## src/rtl/ext_irq_pkg.sv

```systemverilog
/*
 * Shared constants for the pin-four / pin-five external interrupt conditioning block:
 * trigger and interval encodings, operating modes, reset values and timing counts.
 * Assumes the block's clock is the gear clock at 10 MHz.
 */
package ext_irq_pkg;

    // ==========================================================
    // clock and timing
    localparam int GEAR_PERIOD_NS = 100;
    // shortest pin-five pulse that must pass in fast modes
    localparam int PIN_FIVE_PASS_NS = 200;
    localparam logic [1:0] PIN_FIVE_FAST_SAMPLES =
        2'((PIN_FIVE_PASS_NS + GEAR_PERIOD_NS - 1) / GEAR_PERIOD_NS);
    // equal samples needed before a level is accepted
    localparam logic [1:0] FAST_SAMPLES = 2'h3;
    localparam logic [1:0] SLOW_SAMPLES = 2'h2;
    // last count of the divide-by-4 low-frequency clock counter for slow-mode sampling
    localparam logic [1:0] LF_DIV_LAST = 2'h3;

    // ==========================================================
    // trigger select field
    localparam logic [1:0] TRIG_RISE = 2'h0;
    localparam logic [1:0] TRIG_FALL = 2'h1;
    localparam logic [1:0] TRIG_BOTH = 2'h2;
    localparam logic [1:0] TRIG_HIGH = 2'h3;

    // ==========================================================
    // filter interval field
    localparam logic [1:0] IVL_DIV1 = 2'h0;
    localparam logic [1:0] IVL_DIV4 = 2'h1;
    localparam logic [1:0] IVL_DIV8 = 2'h2;
    localparam logic [1:0] IVL_DIV16 = 2'h3;

    // ==========================================================
    // reset values
    localparam logic [1:0] TRIGGER_RESET = 2'h0;
    localparam logic [1:0] INTERVAL_RESET = 2'h0;
    localparam logic [1:0] CLOCK_ENABLE_RESET = 2'h0;
    localparam logic PIN_FOUR_IDLE = 1'b0;
    localparam logic PIN_FIVE_IDLE = 1'b1;

    // ==========================================================
    // operating modes
    typedef enum logic [2:0] {
        fast_run_mode = 3'h0,
        fast_wait_mode = 3'h1,
        low_speed_run_mode = 3'h2,
        low_speed_wait_mode = 3'h3,
        deep_wait_mode = 3'h4,
        deep_halt_mode = 3'h5,
        stop_mode = 3'h6
    } op_mode_t;

endpackage

```

## src/rtl/ext_irq_edge_filter.sv

```systemverilog
/*
 * Input conditioning and request generation for external interrupt pins four and five:
 * synchronisers, mode-dependent sampling strobes, noise filters, trigger decode and
 * the filtered-level capture for pin four.
 * Assumes clock is the gear clock, op_mode and the write strobes come from logic on
 * the same clock, and the pins and the low-frequency clock are asynchronous inputs.
 * Request enables and latches live in the core and are not here.
 */
`timescale 1ns/1ps
`default_nettype none

// Behaviour
// - pin-four trigger: 00 rising, 01 falling, 10 both edges, 11 high level
// - every pin-four request captures the filtered pin level into a readable bit
// - under both-edge trigger, captured level shows which edge made the request
// - fast modes: pin-four level accepted after three consecutive equal samples, else noise
// - pin-four sample interval: every gear clock, divided by 4, 8 or 16
// - low-speed modes: sample on low-frequency clock by 4, two equal samples
// - deep wait, deep halt, stop: no sampling, no requests; resumes afterwards
// - pin-five requests come only from falling edges
// - fast modes: pin five rejects one-cycle pulses, passes two-cycle pulses
// - low-speed modes: pin five rejects under four, passes eight slow periods
// - per-pin clock enable resets to zero and blocks the pin until set
module ext_irq_edge_filter
    import ext_irq_pkg::*;
(
    input wire logic clock,
    input wire logic rst,
    input wire logic ext_irq_pin_four,
    input wire logic ext_irq_pin_five,
    input wire logic low_freq_clock,
    input wire logic [2:0] op_mode,
    input wire logic pin_four_irq_control_write,
    input wire logic [1:0] pin_four_trigger_select,
    input wire logic [1:0] pin_four_filter_interval,
    input wire logic power_gate_control_write,
    input wire logic [1:0] irq_clock_enable,
    output logic [1:0] pin_four_trigger_state,
    output logic [1:0] pin_four_interval_state,
    output logic [1:0] irq_clock_enable_state,
    output logic pin_four_filtered_level,
    output logic pin_four_request,
    output logic pin_five_request
);

    // ==========================================================
    // mode decode
    function automatic logic mode_fast(input logic [2:0] m);
        case (op_mode_t'(m))
            fast_run_mode, fast_wait_mode: mode_fast = 1'b1;
            default: mode_fast = 1'b0;
        endcase
    endfunction

    function automatic logic mode_slow(input logic [2:0] m);
        case (op_mode_t'(m))
            low_speed_run_mode, low_speed_wait_mode: mode_slow = 1'b1;
            default: mode_slow = 1'b0;
        endcase
    endfunction

    // ==========================================================
    // configuration
    logic [1:0] trig_q, trig_d;
    logic [1:0] ivl_q, ivl_d;
    logic [1:0] clk_en_q, clk_en_d;

    always_comb begin
        trig_d = trig_q;
        ivl_d = ivl_q;
        clk_en_d = clk_en_q;
        if (pin_four_irq_control_write) begin
            trig_d = pin_four_trigger_select;
            ivl_d = pin_four_filter_interval;
        end
        if (power_gate_control_write) begin
            clk_en_d = irq_clock_enable;
        end
    end

    always_ff @(posedge clock or posedge rst) begin
        if (rst) begin
            trig_q <= TRIGGER_RESET;
            ivl_q <= INTERVAL_RESET;
            clk_en_q <= CLOCK_ENABLE_RESET;
        end else begin
            trig_q <= trig_d;
            ivl_q <= ivl_d;
            clk_en_q <= clk_en_d;
        end
    end

    // ==========================================================
    // synchronisers: bit 0 pin four, bit 1 pin five, bit 2 low-frequency clock
    logic [2:0] raw;
    logic [2:0] sync1_q, sync2_q, sync3_q;
    logic [2:0] clean_q, clean_d;

    assign raw = {low_freq_clock, ext_irq_pin_five, ext_irq_pin_four};

    // a change counts only once stages two and three agree
    always_comb begin
        for (int i = 0; i < 3; i++) begin
            clean_d[i] = (sync2_q[i] == sync3_q[i]) ? sync3_q[i] : clean_q[i];
        end
    end

    always_ff @(posedge clock or posedge rst) begin
        if (rst) begin
            sync1_q <= {1'b0, PIN_FIVE_IDLE, PIN_FOUR_IDLE};
            sync2_q <= {1'b0, PIN_FIVE_IDLE, PIN_FOUR_IDLE};
            sync3_q <= {1'b0, PIN_FIVE_IDLE, PIN_FOUR_IDLE};
            clean_q <= {1'b0, PIN_FIVE_IDLE, PIN_FOUR_IDLE};
        end else begin
            sync1_q <= raw;
            sync2_q <= sync1_q;
            sync3_q <= sync2_q;
            clean_q <= clean_d;
        end
    end

    // ==========================================================
    // sample strobes
    logic [3:0] gear_div_q, gear_div_d;
    logic lf_prev_q, lf_prev_d;
    logic [1:0] lf_div_q, lf_div_d;
    logic lf_rise;
    logic lf_tick;
    logic ivl_tick;
    logic fast_now, slow_now;
    logic s4_en, s5_en;

    assign fast_now = mode_fast(op_mode);
    assign slow_now = mode_slow(op_mode);
    assign lf_rise = clean_q[2] && !lf_prev_q;
    assign lf_tick = lf_rise && (lf_div_q == LF_DIV_LAST);

    always_comb begin
        gear_div_d = 4'(gear_div_q + 4'h1);
        lf_prev_d = clean_q[2];
        lf_div_d = lf_rise ? 2'(lf_div_q + 2'h1) : lf_div_q;
        case (ivl_q)
            IVL_DIV1: ivl_tick = 1'b1;
            IVL_DIV4: ivl_tick = (gear_div_q[1:0] == 2'h3);
            IVL_DIV8: ivl_tick = (gear_div_q[2:0] == 3'h7);
            IVL_DIV16: ivl_tick = (gear_div_q == 4'hF);
            default: ivl_tick = 1'b0;
        endcase
        // deep modes get no strobe, so the filters freeze until a run mode returns
        s4_en = 1'b0;
        s5_en = 1'b0;
        if (fast_now) begin
            s4_en = clk_en_q[0] && ivl_tick;
            s5_en = clk_en_q[1];
        end else if (slow_now) begin
            s4_en = clk_en_q[0] && lf_tick;
            s5_en = clk_en_q[1] && lf_tick;
        end
    end

    always_ff @(posedge clock or posedge rst) begin
        if (rst) begin
            gear_div_q <= 4'h0;
            lf_prev_q <= 1'b0;
            lf_div_q <= 2'h0;
        end else begin
            gear_div_q <= gear_div_d;
            lf_prev_q <= lf_prev_d;
            lf_div_q <= lf_div_d;
        end
    end

    // ==========================================================
    // noise filters
    logic f4_level, f5_level;
    logic [1:0] need4, need5;

    assign need4 = fast_now ? FAST_SAMPLES : SLOW_SAMPLES;
    assign need5 = fast_now ? PIN_FIVE_FAST_SAMPLES : SLOW_SAMPLES;

    level_filter #(
        .IDLE_LEVEL(PIN_FOUR_IDLE)
    ) u_filter_four (
        .clock(clock),
        .rst(rst),
        .sample_en(s4_en),
        .need_count(need4),
        .din(clean_q[0]),
        .level(f4_level)
    );

    level_filter #(
        .IDLE_LEVEL(PIN_FIVE_IDLE)
    ) u_filter_five (
        .clock(clock),
        .rst(rst),
        .sample_en(s5_en),
        .need_count(need5),
        .din(clean_q[1]),
        .level(f5_level)
    );

    // ==========================================================
    // request generation
    logic f4_prev_q, f4_prev_d;
    logic f5_prev_q, f5_prev_d;
    logic req4_q, req4_d;
    logic req5_q, req5_d;
    logic cap_q, cap_d;
    logic run_now;
    logic hit4;

    assign run_now = fast_now || slow_now;

    always_comb begin
        f4_prev_d = f4_level;
        f5_prev_d = f5_level;
        case (trig_q)
            TRIG_RISE: hit4 = f4_level && !f4_prev_q;
            TRIG_FALL: hit4 = !f4_level && f4_prev_q;
            TRIG_BOTH: hit4 = f4_level != f4_prev_q;
            TRIG_HIGH: hit4 = f4_level;
            default: hit4 = 1'b0;
        endcase
        req4_d = run_now && clk_en_q[0] && hit4;
        req5_d = run_now && clk_en_q[1] && !f5_level && f5_prev_q;
        // a request freezes the level it was raised on for software to read
        cap_d = req4_d ? f4_level : cap_q;
    end

    always_ff @(posedge clock or posedge rst) begin
        if (rst) begin
            f4_prev_q <= PIN_FOUR_IDLE;
            f5_prev_q <= PIN_FIVE_IDLE;
            req4_q <= 1'b0;
            req5_q <= 1'b0;
            cap_q <= PIN_FOUR_IDLE;
        end else begin
            f4_prev_q <= f4_prev_d;
            f5_prev_q <= f5_prev_d;
            req4_q <= req4_d;
            req5_q <= req5_d;
            cap_q <= cap_d;
        end
    end

    assign pin_four_trigger_state = trig_q;
    assign pin_four_interval_state = ivl_q;
    assign irq_clock_enable_state = clk_en_q;
    assign pin_four_filtered_level = cap_q;
    assign pin_four_request = req4_q;
    assign pin_five_request = req5_q;
endmodule

`default_nettype wire

```

## src/rtl/level_filter.sv

```systemverilog
/*
 * Consecutive-sample noise filter: accepts a new level once the input has been
 * seen equal on need_count successive sample strobes.
 * Assumes din is already synchronised to clock and sample_en is high one cycle per sample, or held high to sample every cycle.
 */
`timescale 1ns/1ps
`default_nettype none

module level_filter #(
    parameter logic IDLE_LEVEL = 1'b0
) (
    input wire logic clock,
    input wire logic rst,
    input wire logic sample_en,
    input wire logic [1:0] need_count,
    input wire logic din,
    output logic level
);

    logic last_q, last_d;
    logic [1:0] cnt_q, cnt_d;
    logic level_q, level_d;

    // ==========================================================
    // sample run counter
    always_comb begin
        last_d = last_q;
        cnt_d = cnt_q;
        level_d = level_q;
        if (sample_en) begin
            if (din == last_q) begin
                cnt_d = (cnt_q == 2'h3) ? cnt_q : 2'(cnt_q + 2'h1);
            end else begin
                last_d = din;
                cnt_d = 2'h1;
            end
            if (cnt_d >= need_count) begin
                level_d = din;
            end
        end
    end

    always_ff @(posedge clock or posedge rst) begin
        if (rst) begin
            last_q <= IDLE_LEVEL;
            cnt_q <= 2'h0;
            level_q <= IDLE_LEVEL;
        end else begin
            last_q <= last_d;
            cnt_q <= cnt_d;
            level_q <= level_d;
        end
    end

    assign level = level_q;
endmodule

`default_nettype wire

```

## config.mk

```make
export PLATFORM = sky130hd
export DESIGN_NAME = ext_irq_edge_filter
export DESIGN_NICKNAME = d
export VERILOG_FILES = /design/src/rtl/ext_irq_pkg.sv /design/src/rtl/ext_irq_edge_filter.sv /design/src/rtl/level_filter.sv
export SDC_FILE = /design/constraint.sdc
export NUM_CORES = 1
export LEC_CHECK = 0
export ABC_CLOCK_PERIOD_IN_PS = 2000
export BUFFER_PORTS_ARGS = -buffer_cell sky130_fd_sc_hd__buf_2
export CAP_MARGIN = 20
export CORE_ASPECT_RATIO = 1.1
export CORE_MARGIN = 3
export CORE_UTILIZATION = 35
export CTS_CLUSTER_DIAMETER = 120
export DETAILED_ROUTE_END_ITERATION = 8
export PLACE_DENSITY = 0.62
export SLEW_MARGIN = 20
export SYNTH_ARGS = -nofsm -noshare
export SYNTH_HDL_FRONTEND = slang
export SYNTH_SLANG_ARGS = --single-unit
```

## constraint.sdc

```tcl
create_clock -name clock -period 2 [get_ports clock]
set_input_delay 0.2 -clock clock [delete_from_list [all_inputs] [get_ports clock]]
set_output_delay 0.2 -clock clock [all_outputs]
set_load 0.02 [all_outputs]
```

# [Word level (Yosys, flattened, before mapping)]
# Cells that the tools add are included.
# Widths: inputs -> output; s select.
[classes] n_addsub=4 order_cmp=2 n_eq_ne=21 muxes=15 bitwise=2 n_reduce_logical=26
[op_table] cell="$eq 2x2->1 const B" n=8
[op_table] cell="$logic_and 1x1->1" n=12
[op_table] cell="$mux 2" n=6
[op_table] cell="$pmux 1 s4" n=2
[op_table] cell="$reduce_and 2->1" n=4
[op_table] cell="$mux 1" n=7
[op_table] cell="$add 2x1->2 const B" n=3
[op_table] cell="$eq 3x2->1 const B" n=2
[op_table] cell="$eq 1x1->1" n=5
[op_table] cell="$add 4x1->4 const B" n=1
[op_table] cell="$eq 2x1->1 const B" n=2
[op_table] cell="$eq 4x4->1 const B" n=1
[op_table] cell="$logic_not 1->1" n=4
[op_table] cell="$logic_not 2->1" n=2
[op_table] cell="$reduce_or 2->1" n=2
[op_table] cell="$eq 3x1->1 const B" n=1
[op_table] cell="$eq 3x3->1 const B" n=1
[op_table] cell="$logic_not 3->1" n=1
[op_table] cell="$ge 2x2->1" n=1
[op_table] cell="$ge 2x2->1 const B" n=1
[op_table] cell="$not 1->1" n=2
[op_table] cell="$logic_or 1x1->1" n=1
[op_table] cell="$ne 1x1->1" n=1
[word_totals] regBits=38 input_bits=16 elab_cells=93

# [Depth between registers and ports, before layout]
# Gate-level depths: netlist of run 1.
[depth] word_depth=9 depth_mapped=7 mapped_depth_nobuf=7

# [Modules after synthesis]
# From an unflattened synthesis of run 1, not the netlist that was laid out.
[unflattened] hier_cells=119 area_unflattened_um2=1544.0
[modules_own_cells] mod="ext_irq_edge_filter" n_inst=1 cells_each=79 area_each_um2=1111.1
[modules_own_cells] mod="level_filter (u_filter_five)" n_inst=1 cells_each=20 area_each_um2=217.7
[modules_own_cells] mod="level_filter (u_filter_four)" n_inst=1 cells_each=20 area_each_um2=215.2

# [Worst setup path after synthesis of run 1]
# OpenSTA, ideal clock, no wires.
[synth_path] kind="flip-flop to flip-flop" startpoint="register u_filter_four.last_q" endpoint="register u_filter_four.level_q, in the netlist u_filter_four.level" setup_time_ns=0.124 arrival_time_ns=1.661 setup_slack_ns=0.215 path_stages_with_launch=8 n_path_buf=0 synth_period_minus_slack_ns=1.785 cell_sequence="dfrtp_1 xor2_2 nor3b_1 ha_1 nor2b_1 nor3_1 and2_1 a211o_1"
[synth_via] elab_chain_cells=5
[synth_rtl] element="from (decl)" line="level_filter.sv:20" source="logic last_q, last_d;"
[synth_rtl] element="from (signal assigned)" line="level_filter.sv:49" source="last_q <= last_d;"
[synth_rtl] element="$eq 1x1->1" line="level_filter.sv:31" source="if (din == last_q) begin"
[synth_rtl] element="$mux 2" line="level_filter.sv:31"
[synth_rtl] element="$mux 2" line="level_filter.sv:30" source="if (sample_en) begin"
[synth_rtl] element="$ge 2x2->1" line="level_filter.sv:37" source="if (cnt_d >= need_count) begin"
[synth_rtl] element="$reduce_and 2->1 (no line)"
[synth_rtl] element="to (signal assigned)" line="level_filter.sv:51" source="level_q <= level_d;"
[synth_rtl] element="to (decl)" line="level_filter.sv:22" source="logic level_q, level_d;"
# Every way passes these cells. The select of a mux whose other input is x is not followed.
# A chain may end at the register's enable or synchronous reset.

# [Worst setup path in the final report of run 1]
# Ends and elaborated chain as after synthesis.

==> metrics.md, run 1 <==
| Metric | Value |
|---|---|
| Via count | 944 |
| Slowest Stage Delay on Critical Path | 0.41 ns |
| RSZ-0062 raised after global routing | false |
| Max Cap Viol | 0 |
| Final setup vio count | 0 |
| Max-slew violations | 0 |
| Final wirelength | 2630 um |
| DP Area | 1730 um^2 |
| Critical path endpoint | u_filter_four.level$_DFFE_PP0P_ |
| CTS tree | built |
| Gpl congestion | 0.710 |
| Most common cell in the netlist | dfrtp_1 |
| Vias in the first global route | 1044 |
| Total power | 0.00193 W |
| WS Path Type | reg2reg |
| Logic pwr share | 21.8% |
| Worst Setup End Kind | register |
| Fmax | 0.523 GHz |
| Slew margin rel. | 69.0% |
| Worst path slowest cell | dfrtp_1 |
| Mean Syn Cell Area | 14.4 um^2 |
| Sequential share of power | 53.0% |
| Tmin final | 1.91 ns |
| FFs w/ async S/R, synth | 100% |
| Num CTS Buffers | 5 |
| Post-synth cell types | 32 |
| Avg WL per Cell | 13.6 um |
| H-tree lvl count | 2 |
| Post-synth top area share | 50.3% |
| Drt drc | 0 |
| Psw | 0.000568 W |
| Met1 Track Usage GR | 11.6% |
| Worst R2R Setup Slack | 0.09 ns |
| Power Density | 1050 nW/um^2 |
| Ys Warns | 0 |
| Initial core utilization | 37.5% |
| Layout area overhead | 19.0% |
| Peak supply drop | 342 uV |
| Critical Path Stages | 7 |
| CTS Buffer Depth | 2 |
| Crit path cell chain | xor2_2 > nor3b_2 > ha_1 > nor2b_2 > nor3_1 > and2_1 > a211o_1 |
| Min-delay worst type | in2async |
| Layout cell share with drive strength beyond 1 | 40.4% |
| Run status | completed |
| Final-layout fill cell count | 373 |
| RR Endpoint | u_filter_four.level$_DFFE_PP0P_ |
| Met3 usage | 5.28% |
| WP buf/inv | 0 |
| Worst-Margin Slew | 0.465 ns |
| Grt met2 use | 19.5% |
| Layout Nets | 162 |
| GR Overflow Total | 0 |
| Worst r2r src | u_filter_four.last_q$_DFFE_PP0P_ |
| Dominant cells by area after synthesis | dfrtp_1 50%, dfstp_2 12%, mux2_2 6.6% |
| Final instance area | 1840 um^2 |
| Pint | 0.00136 W |
| Dpl cells | 183 |
| Syn Inst Count | 107 |
| Die width | 69.3 um |
| Yosys reg bits | 38 |
| Clock network power share | 25.2% |
| Primary FF master, synth | dfrtp_1 |
| Clock Latency Late Sink | 0.28 ns |
| Post-route ant nets | 0 |
| Clk slew on worst S/H paths | 0.07 ns |
| Vias per std cell | 4.89 |
| # diodes | 0 |
| Largest net degree at the start of global routing | 39 |
| Root Buffer | clkbuf_8 |
| Gr usage total | 11.8% |
| Hold Vio Cnt, Final | 0 |
| First-pass GRT wire length | 4630 um |
| Synth cell count leaders | 31 x dfrtp_1, 9 x mux2_2, 7 x dfstp_2 |
| Final worst path period share | 95.6% |
| Port Buffers | 23 |
| Synth area leader | dfrtp_1 |
| GRT Max-Usage Layer | met2 |
| Initial antenna violation count | 0 |
| Die Ht | 75.6 um |
| Worst Path Max Fanout | 3 |
| Initial DRC Count | 40 |
| Ports | 25 |
| Reg area | 960 um^2 |
| Die area | 5240 um^2 |
| Post-synthesis net count | 129 |
| Post-synthesis sequential area ratio | 62.2% |
| CP Launch Type | register |
| Initial DRT Pass Iterations | 4 |
| Area occupied by multi-input gates | 576 um^2 |
| Crit path launch | u_filter_four.last_q$_DFFE_PP0P_ |
| Cell family with most CP delay | simple AND/OR/NAND/NOR gates |
| Std cell rows | 24 |
| CTS Sinks | 38 |
| Arr. time, crit path | 2.08 ns |
| Skew final | 0.00539 ns |
| Fin cells | 193 |
| Synthesized area | 1540 um^2 |
| Worst R2R Path Depth | 7 |
| Sw Share | 29.5% |
| Core ar. | 4110 um^2 |
| Pleak | 0.824 nW |
| Detailed placement HPWL | 1940 um |
| Post-synth EDFFs | 0 |
| Data required time of the worst path | 2.16 ns |
per-stage QoR:
| stage | hold slack, ns | setup TNS (ns) | worst slack, ns | utilization [%] |
|---|---|---|---|---|
| final | 0.0139 | 0 | 0.0879 | 44.6 |
| after global routing | 0.00242 | 0 | 0.00809 | 44.6 |
| after CTS | 0.00256 | 0 | 0.0275 | 44.1 |
| after detailed placement | 0.308 | -0.0528 | -0.0528 | 42.1 |
| after global placement | 0.306 | 0 | 0.174 | 42.1 |
| after floorplan | 0.204 | 0 | 0.215 | - |
sequential cells by signal (all words and copies together), names as in the netlist, 2 cells and up:
| register | count |
|---|---|
| u_filter_four.cnt_q | 2 |
| sync1_q | 3 |
| pin_four_interval_state | 2 |
| clean_q | 3 |
| sync3_q | 3 |
| gear_div_q | 4 |
| sync2_q | 3 |
| irq_clock_enable_state | 2 |
| lf_div_q | 2 |
| pin_four_trigger_state | 2 |
| u_filter_five.cnt_q | 2 |
area by class of cell:
type | count | area share, %
multi-input combinational | 65 | 31.4
clock buffer | 8 | 4.36
tap | 52 | 3.54
sequential | 38 | 52.3
inverter | 4 | 0.818
timing repair buffer | 26 | 7.63
what timing repair did:
item                                    CTS  global route
setup buffers                             0             1
resized for setup                         1             1
hold buffers                              0             1
endpoints found under the setup margin    1             1
endpoints found under the hold margin     0             1
pin swaps                                 0             1
metal layers:
metal  up-vias  share of wire [%]
met5         -                  0
li1        445                  -
met4         0                3.8
met3        11                5.1
met2        27                 51
met1       461                 41
layout by cell type, fill, tap and decap left out, drive strengths merged, types with 3 or more instances in the layout:
cell type   n
a211oi      6
a21oi       5
buf        25
clkbuf      8
dfrtp      31
dfstp       7
ha          6
inv         4
maj3        3
mux2       10
nand2b      4
nand3       4
nor2        5
nor3        3
kinds of logic after synthesis:
group / count (synthesis) / share of synthesized area (%)
compound gates: 18 / 9.25
xor+xnor: 4 / 2.76
fa+ha+maj: 9 / 6.81
buf+inv: 4 / 0.973
flops: 38 / 62.2
mux: 10 / 7.54
simple gates: 24 / 10.5
how the worst min path moves through the flow:
stage / start / end / slack, ns / cells past startpoint
after floorplan: ext_irq_pin_five / sync1_q[1]$_DFF_PP1_ / 0.20 / 0
after global placement: ext_irq_pin_five / sync1_q[1]$_DFF_PP1_ / 0.31 / 1
after detailed placement: ext_irq_pin_five / sync1_q[1]$_DFF_PP1_ / 0.31 / 1
after CTS: ext_irq_pin_five / sync1_q[1]$_DFF_PP1_ / 0.003 / 1
after global routing: low_freq_clock / sync1_q[2]$_DFF_PP0_ / 0.002 / 1
final: rst / u_filter_five.cnt_q[1]$_DFFE_PP0P_ / 0.01 / 3
power groups by stage:
stage	clock network [W]	registers, W	logic, W
final	0.000485	0.00102	0.000421
after CTS	0.000506	0.00102	0.000418
after floorplan	0	0.00103	0.000276
after global routing	0.000549	0.00104	0.000476
after global placement	0	0.00101	0.000362
after detailed placement	0	0.00103	0.000407
worst register-to-register path, cell delays in order, from the launching register on:
cell and delay, ns:
dfrtp_1 0.41, xor2_2 0.21, nor3b_2 0.22, ha_1 0.28, nor2b_2 0.13, nor3_1 0.07
and2_1 0.18, a211o_1 0.31
(Power assumes the default switching activity.)
==> run 2: changes to the inputs <==
- ABC_CLOCK_PERIOD_IN_PS: 2000 -> 1700
- PLACE_DENSITY: 0.62 -> 0.64
- clock period: 2 -> 1.7 ns (I/O delays scaled with it)
==> metrics.md, run 2 (same netlist as run 1, synthesis figures left out) <==
| Metric | Value |
|---|---|
| Vias in the first global route | 1098 (was 1044) |
| WL met3 | 121 um (was 133 um) |
| Pleak | 0.898 nW (was 0.824 nW) |
| CTS Sinks | 38 (unchanged) |
| H-tree lvl count | 2 (unchanged) |
| Max reg flops | 4 (unchanged) |
| RSZ-0062 raised after global routing | true (was false) |
| Final worst path period share | 104% (was 95.6%) |
| Detailed placement HPWL | 2010 um (was 1940 um) |
| Drt drc | 0 (unchanged) |
| Max-slew violations | 0 (unchanged) |
| Data required time of the worst path | 1.87 ns (was 2.16 ns) |
| Initial DRT Pass Iterations | 3 (was 4) |
| Failing checks | setup timing |
| Ports | 25 (unchanged) |
| GR Overflow Total | 0 (unchanged) |
| Clock Latency Late Sink | 0.29 ns (was 0.28 ns) |
| Skew final | 0.00579 ns (was 0.00539 ns) |
| DP Area | 1790 um^2 (was 1730 um^2) |
| Min-delay worst type | in2reg (was in2async) |
| Power Density | 1270 nW/um^2 (was 1050 nW/um^2) |
| Num CTS Buffers | 5 (unchanged) |
| Via count | 970 (was 944) |
| Tmin final | 1.76 ns (was 1.91 ns) |
| CTS Buffer Depth | 2 (unchanged) |
| Std cell rows | 24 (unchanged) |
| Reg with most FFs | gear_div_q (unchanged) |
| Fin Setup TNS | -0.0641 ns (was 0 ns) |
| Initial antenna violation count | 0 (unchanged) |
| Avg WL per Cell | 13.2 um (was 13.6 um) |
| WHS | 0.113 ns (was 0.0139 ns) |
| Commonest non-fill, non-tap cell in the layout | dfrtp_1 (unchanged) |
| Core ar. | 4110 um^2 (unchanged) |
| CP Launch Type | register (unchanged) |
| Peak supply drop | 662 uV (was 342 uV) |
| Max Cap Viol | 0 (unchanged) |
| Die area | 5240 um^2 (unchanged) |
| Layout Nets | 174 (was 162) |
| Vias per std cell | 4.73 (was 4.89) |
| Run status | complete, but fails checks (was completed) |
| Met1 wire length | 1110 um (was 1070 um) |
| Initial core utilization | 37.5% (unchanged) |
| Dpl cells | 188 (was 183) |
| Top sig layer | met4 (unchanged) |
| Final-layout fill cell count | 383 (was 373) |
| Root Buffer | clkbuf_8 (unchanged) |
| # diodes | 0 (unchanged) |
| Initial DRC Count | 21 (was 40) |
| Fin cells | 205 (was 193) |
| Largest net degree at the start of global routing | 20 (was 39) |
| Layout cell share with drive strength beyond 1 | 46.4% (was 40.4%) |
| Arr. time, crit path | 1.93 ns (was 2.08 ns) |
| PnR worst setup slack | -0.0641 ns (was 0.0879 ns) |
| CTS tree | built (unchanged) |
| Gpl congestion | 0.692 (was 0.710) |
| Gr usage total | 12.2% (was 11.8%) |
| Layout area overhead | 27.8% (was 19.0%) |
| Fmax | 0.567 GHz (was 0.523 GHz) |
| Final instance area | 1970 um^2 (was 1840 um^2) |
| Metal2 WL | 1390 um (was 1330 um) |
| Final setup vio count | 1 (was 0) |
| Commonest non-fill, non-tap cells in the layout | 31 x dfrtp_1, 23 x buf_2, 10 x buf_4 (was 31 x dfrtp_1, 23 x buf_2, 9 x mux2_2) |
| Hold Vio Cnt, Final | 0 (unchanged) |
| Die width | 69.3 um (unchanged) |
| Die Ht | 75.6 um (unchanged) |
| First-pass GRT wire length | 4910 um (was 4630 um) |
| Post-route ant nets | 0 (unchanged) |
| WS Path Type | reg2reg (unchanged) |
| Worst-Margin Slew | 0.363 ns (was 0.465 ns) |
| Slew margin rel. | 75.8% (was 69.0%) |
| Clk slew on worst S/H paths | 0.07 ns (about the same) |
| Worst slack, placed | -0.130 ns (was -0.0528 ns) |
| Final wirelength | 2700 um (was 2630 um) |
| Worst Path Max Fanout | 2 (was 3) |
| Port Buffers | 23 (unchanged) |
| Worst Setup End Kind | register (unchanged) |
==> run 2: changes by cell type in the layout (fill, tap and decap cells not counted), sizes merged <==
cell,change
clkbuf,-1
clkinv,+1
dlygate4sd3,+3
buf,+9
==> run 2: where the power goes <==
part           internal (W)  leakage, nW  switching [W]
logic              0.000383        0.414       0.000296
registers           0.00107        0.436       0.000129
clock network      0.000327       0.0482       0.000292
total               0.00178        0.898       0.000717
==> run 2: area by class of cell <==
cell class / count / area, um^2 / area share (%)
flip-flops and latches: 38 / 960 / 48.7
clock inverters: 1 / 5.00 / 0.254
well taps: 52 / 65.1 / 3.30
clock buffers: 7 / 86.3 / 4.38
inverters: 4 / 15.0 / 0.761
multi-input cells: 65 / 591 / 29.9
repair buffers: 38 / 250 / 12.7
==> run 2: critical path: stages, from the launching register on <==
cell and delay [ns]:
dfrtp_1 0.41, xor2_2 0.20, nor3b_2 0.20, ha_1 0.26, nor2b_2 0.14, nor3_2 0.06, and2_1 0.13, a211o_1 0.25
==> run 2: worst paths after layout <==
check	start	endpoint	slack (ns)	cells after the start
max	clean_q[0]$_DFFE_PP0N_	u_filter_four.level$_DFFE_PP0P_	-0.06	7
max reg2reg	clean_q[0]$_DFFE_PP0N_	u_filter_four.level$_DFFE_PP0P_	-0.06	7
min in group asynchronous	rst	lf_div_q[1]$_DFFE_PP0N_	0.38	3
max in group asynchronous	rst	clean_q[1]$_DFFE_PP1N_	0.76	4
min reg2reg	sync1_q[1]$_DFF_PP1_	sync2_q[1]$_DFF_PP1_	0.36	0
min	pin_four_filter_interval[1]	pin_four_interval_state[1]$_DFFE_PP0P_	0.11	2
==> run 2: repair_timing <==
item | 4_1_cts | 5_1_grt
resized for setup | 2 | 2
setup endpoints to repair | 1 | 4
pin swaps | 6 | 3
hold buffers | 4 | 0
endpoints found under the hold margin | 10 | 0
buffers inserted | 5 | 0
==> run 2: through the flow <==
stage          utilization, %  power, W
3_5_place_dp             43.4   0.00173
3_3_place_gp             43.4   0.00168
6_report                 47.9   0.00249
2_1_floorplan               -   0.00155
5_1_grt                  47.9   0.00266
4_1_cts                  47.7   0.00251
==> run 2: layer usage <==
layer,GRT usage (%),up-vias
met5,0,-
met4,8.68,0
met3,3.69,9
met2,21.3,24
met1,12.8,473
li1,-,464
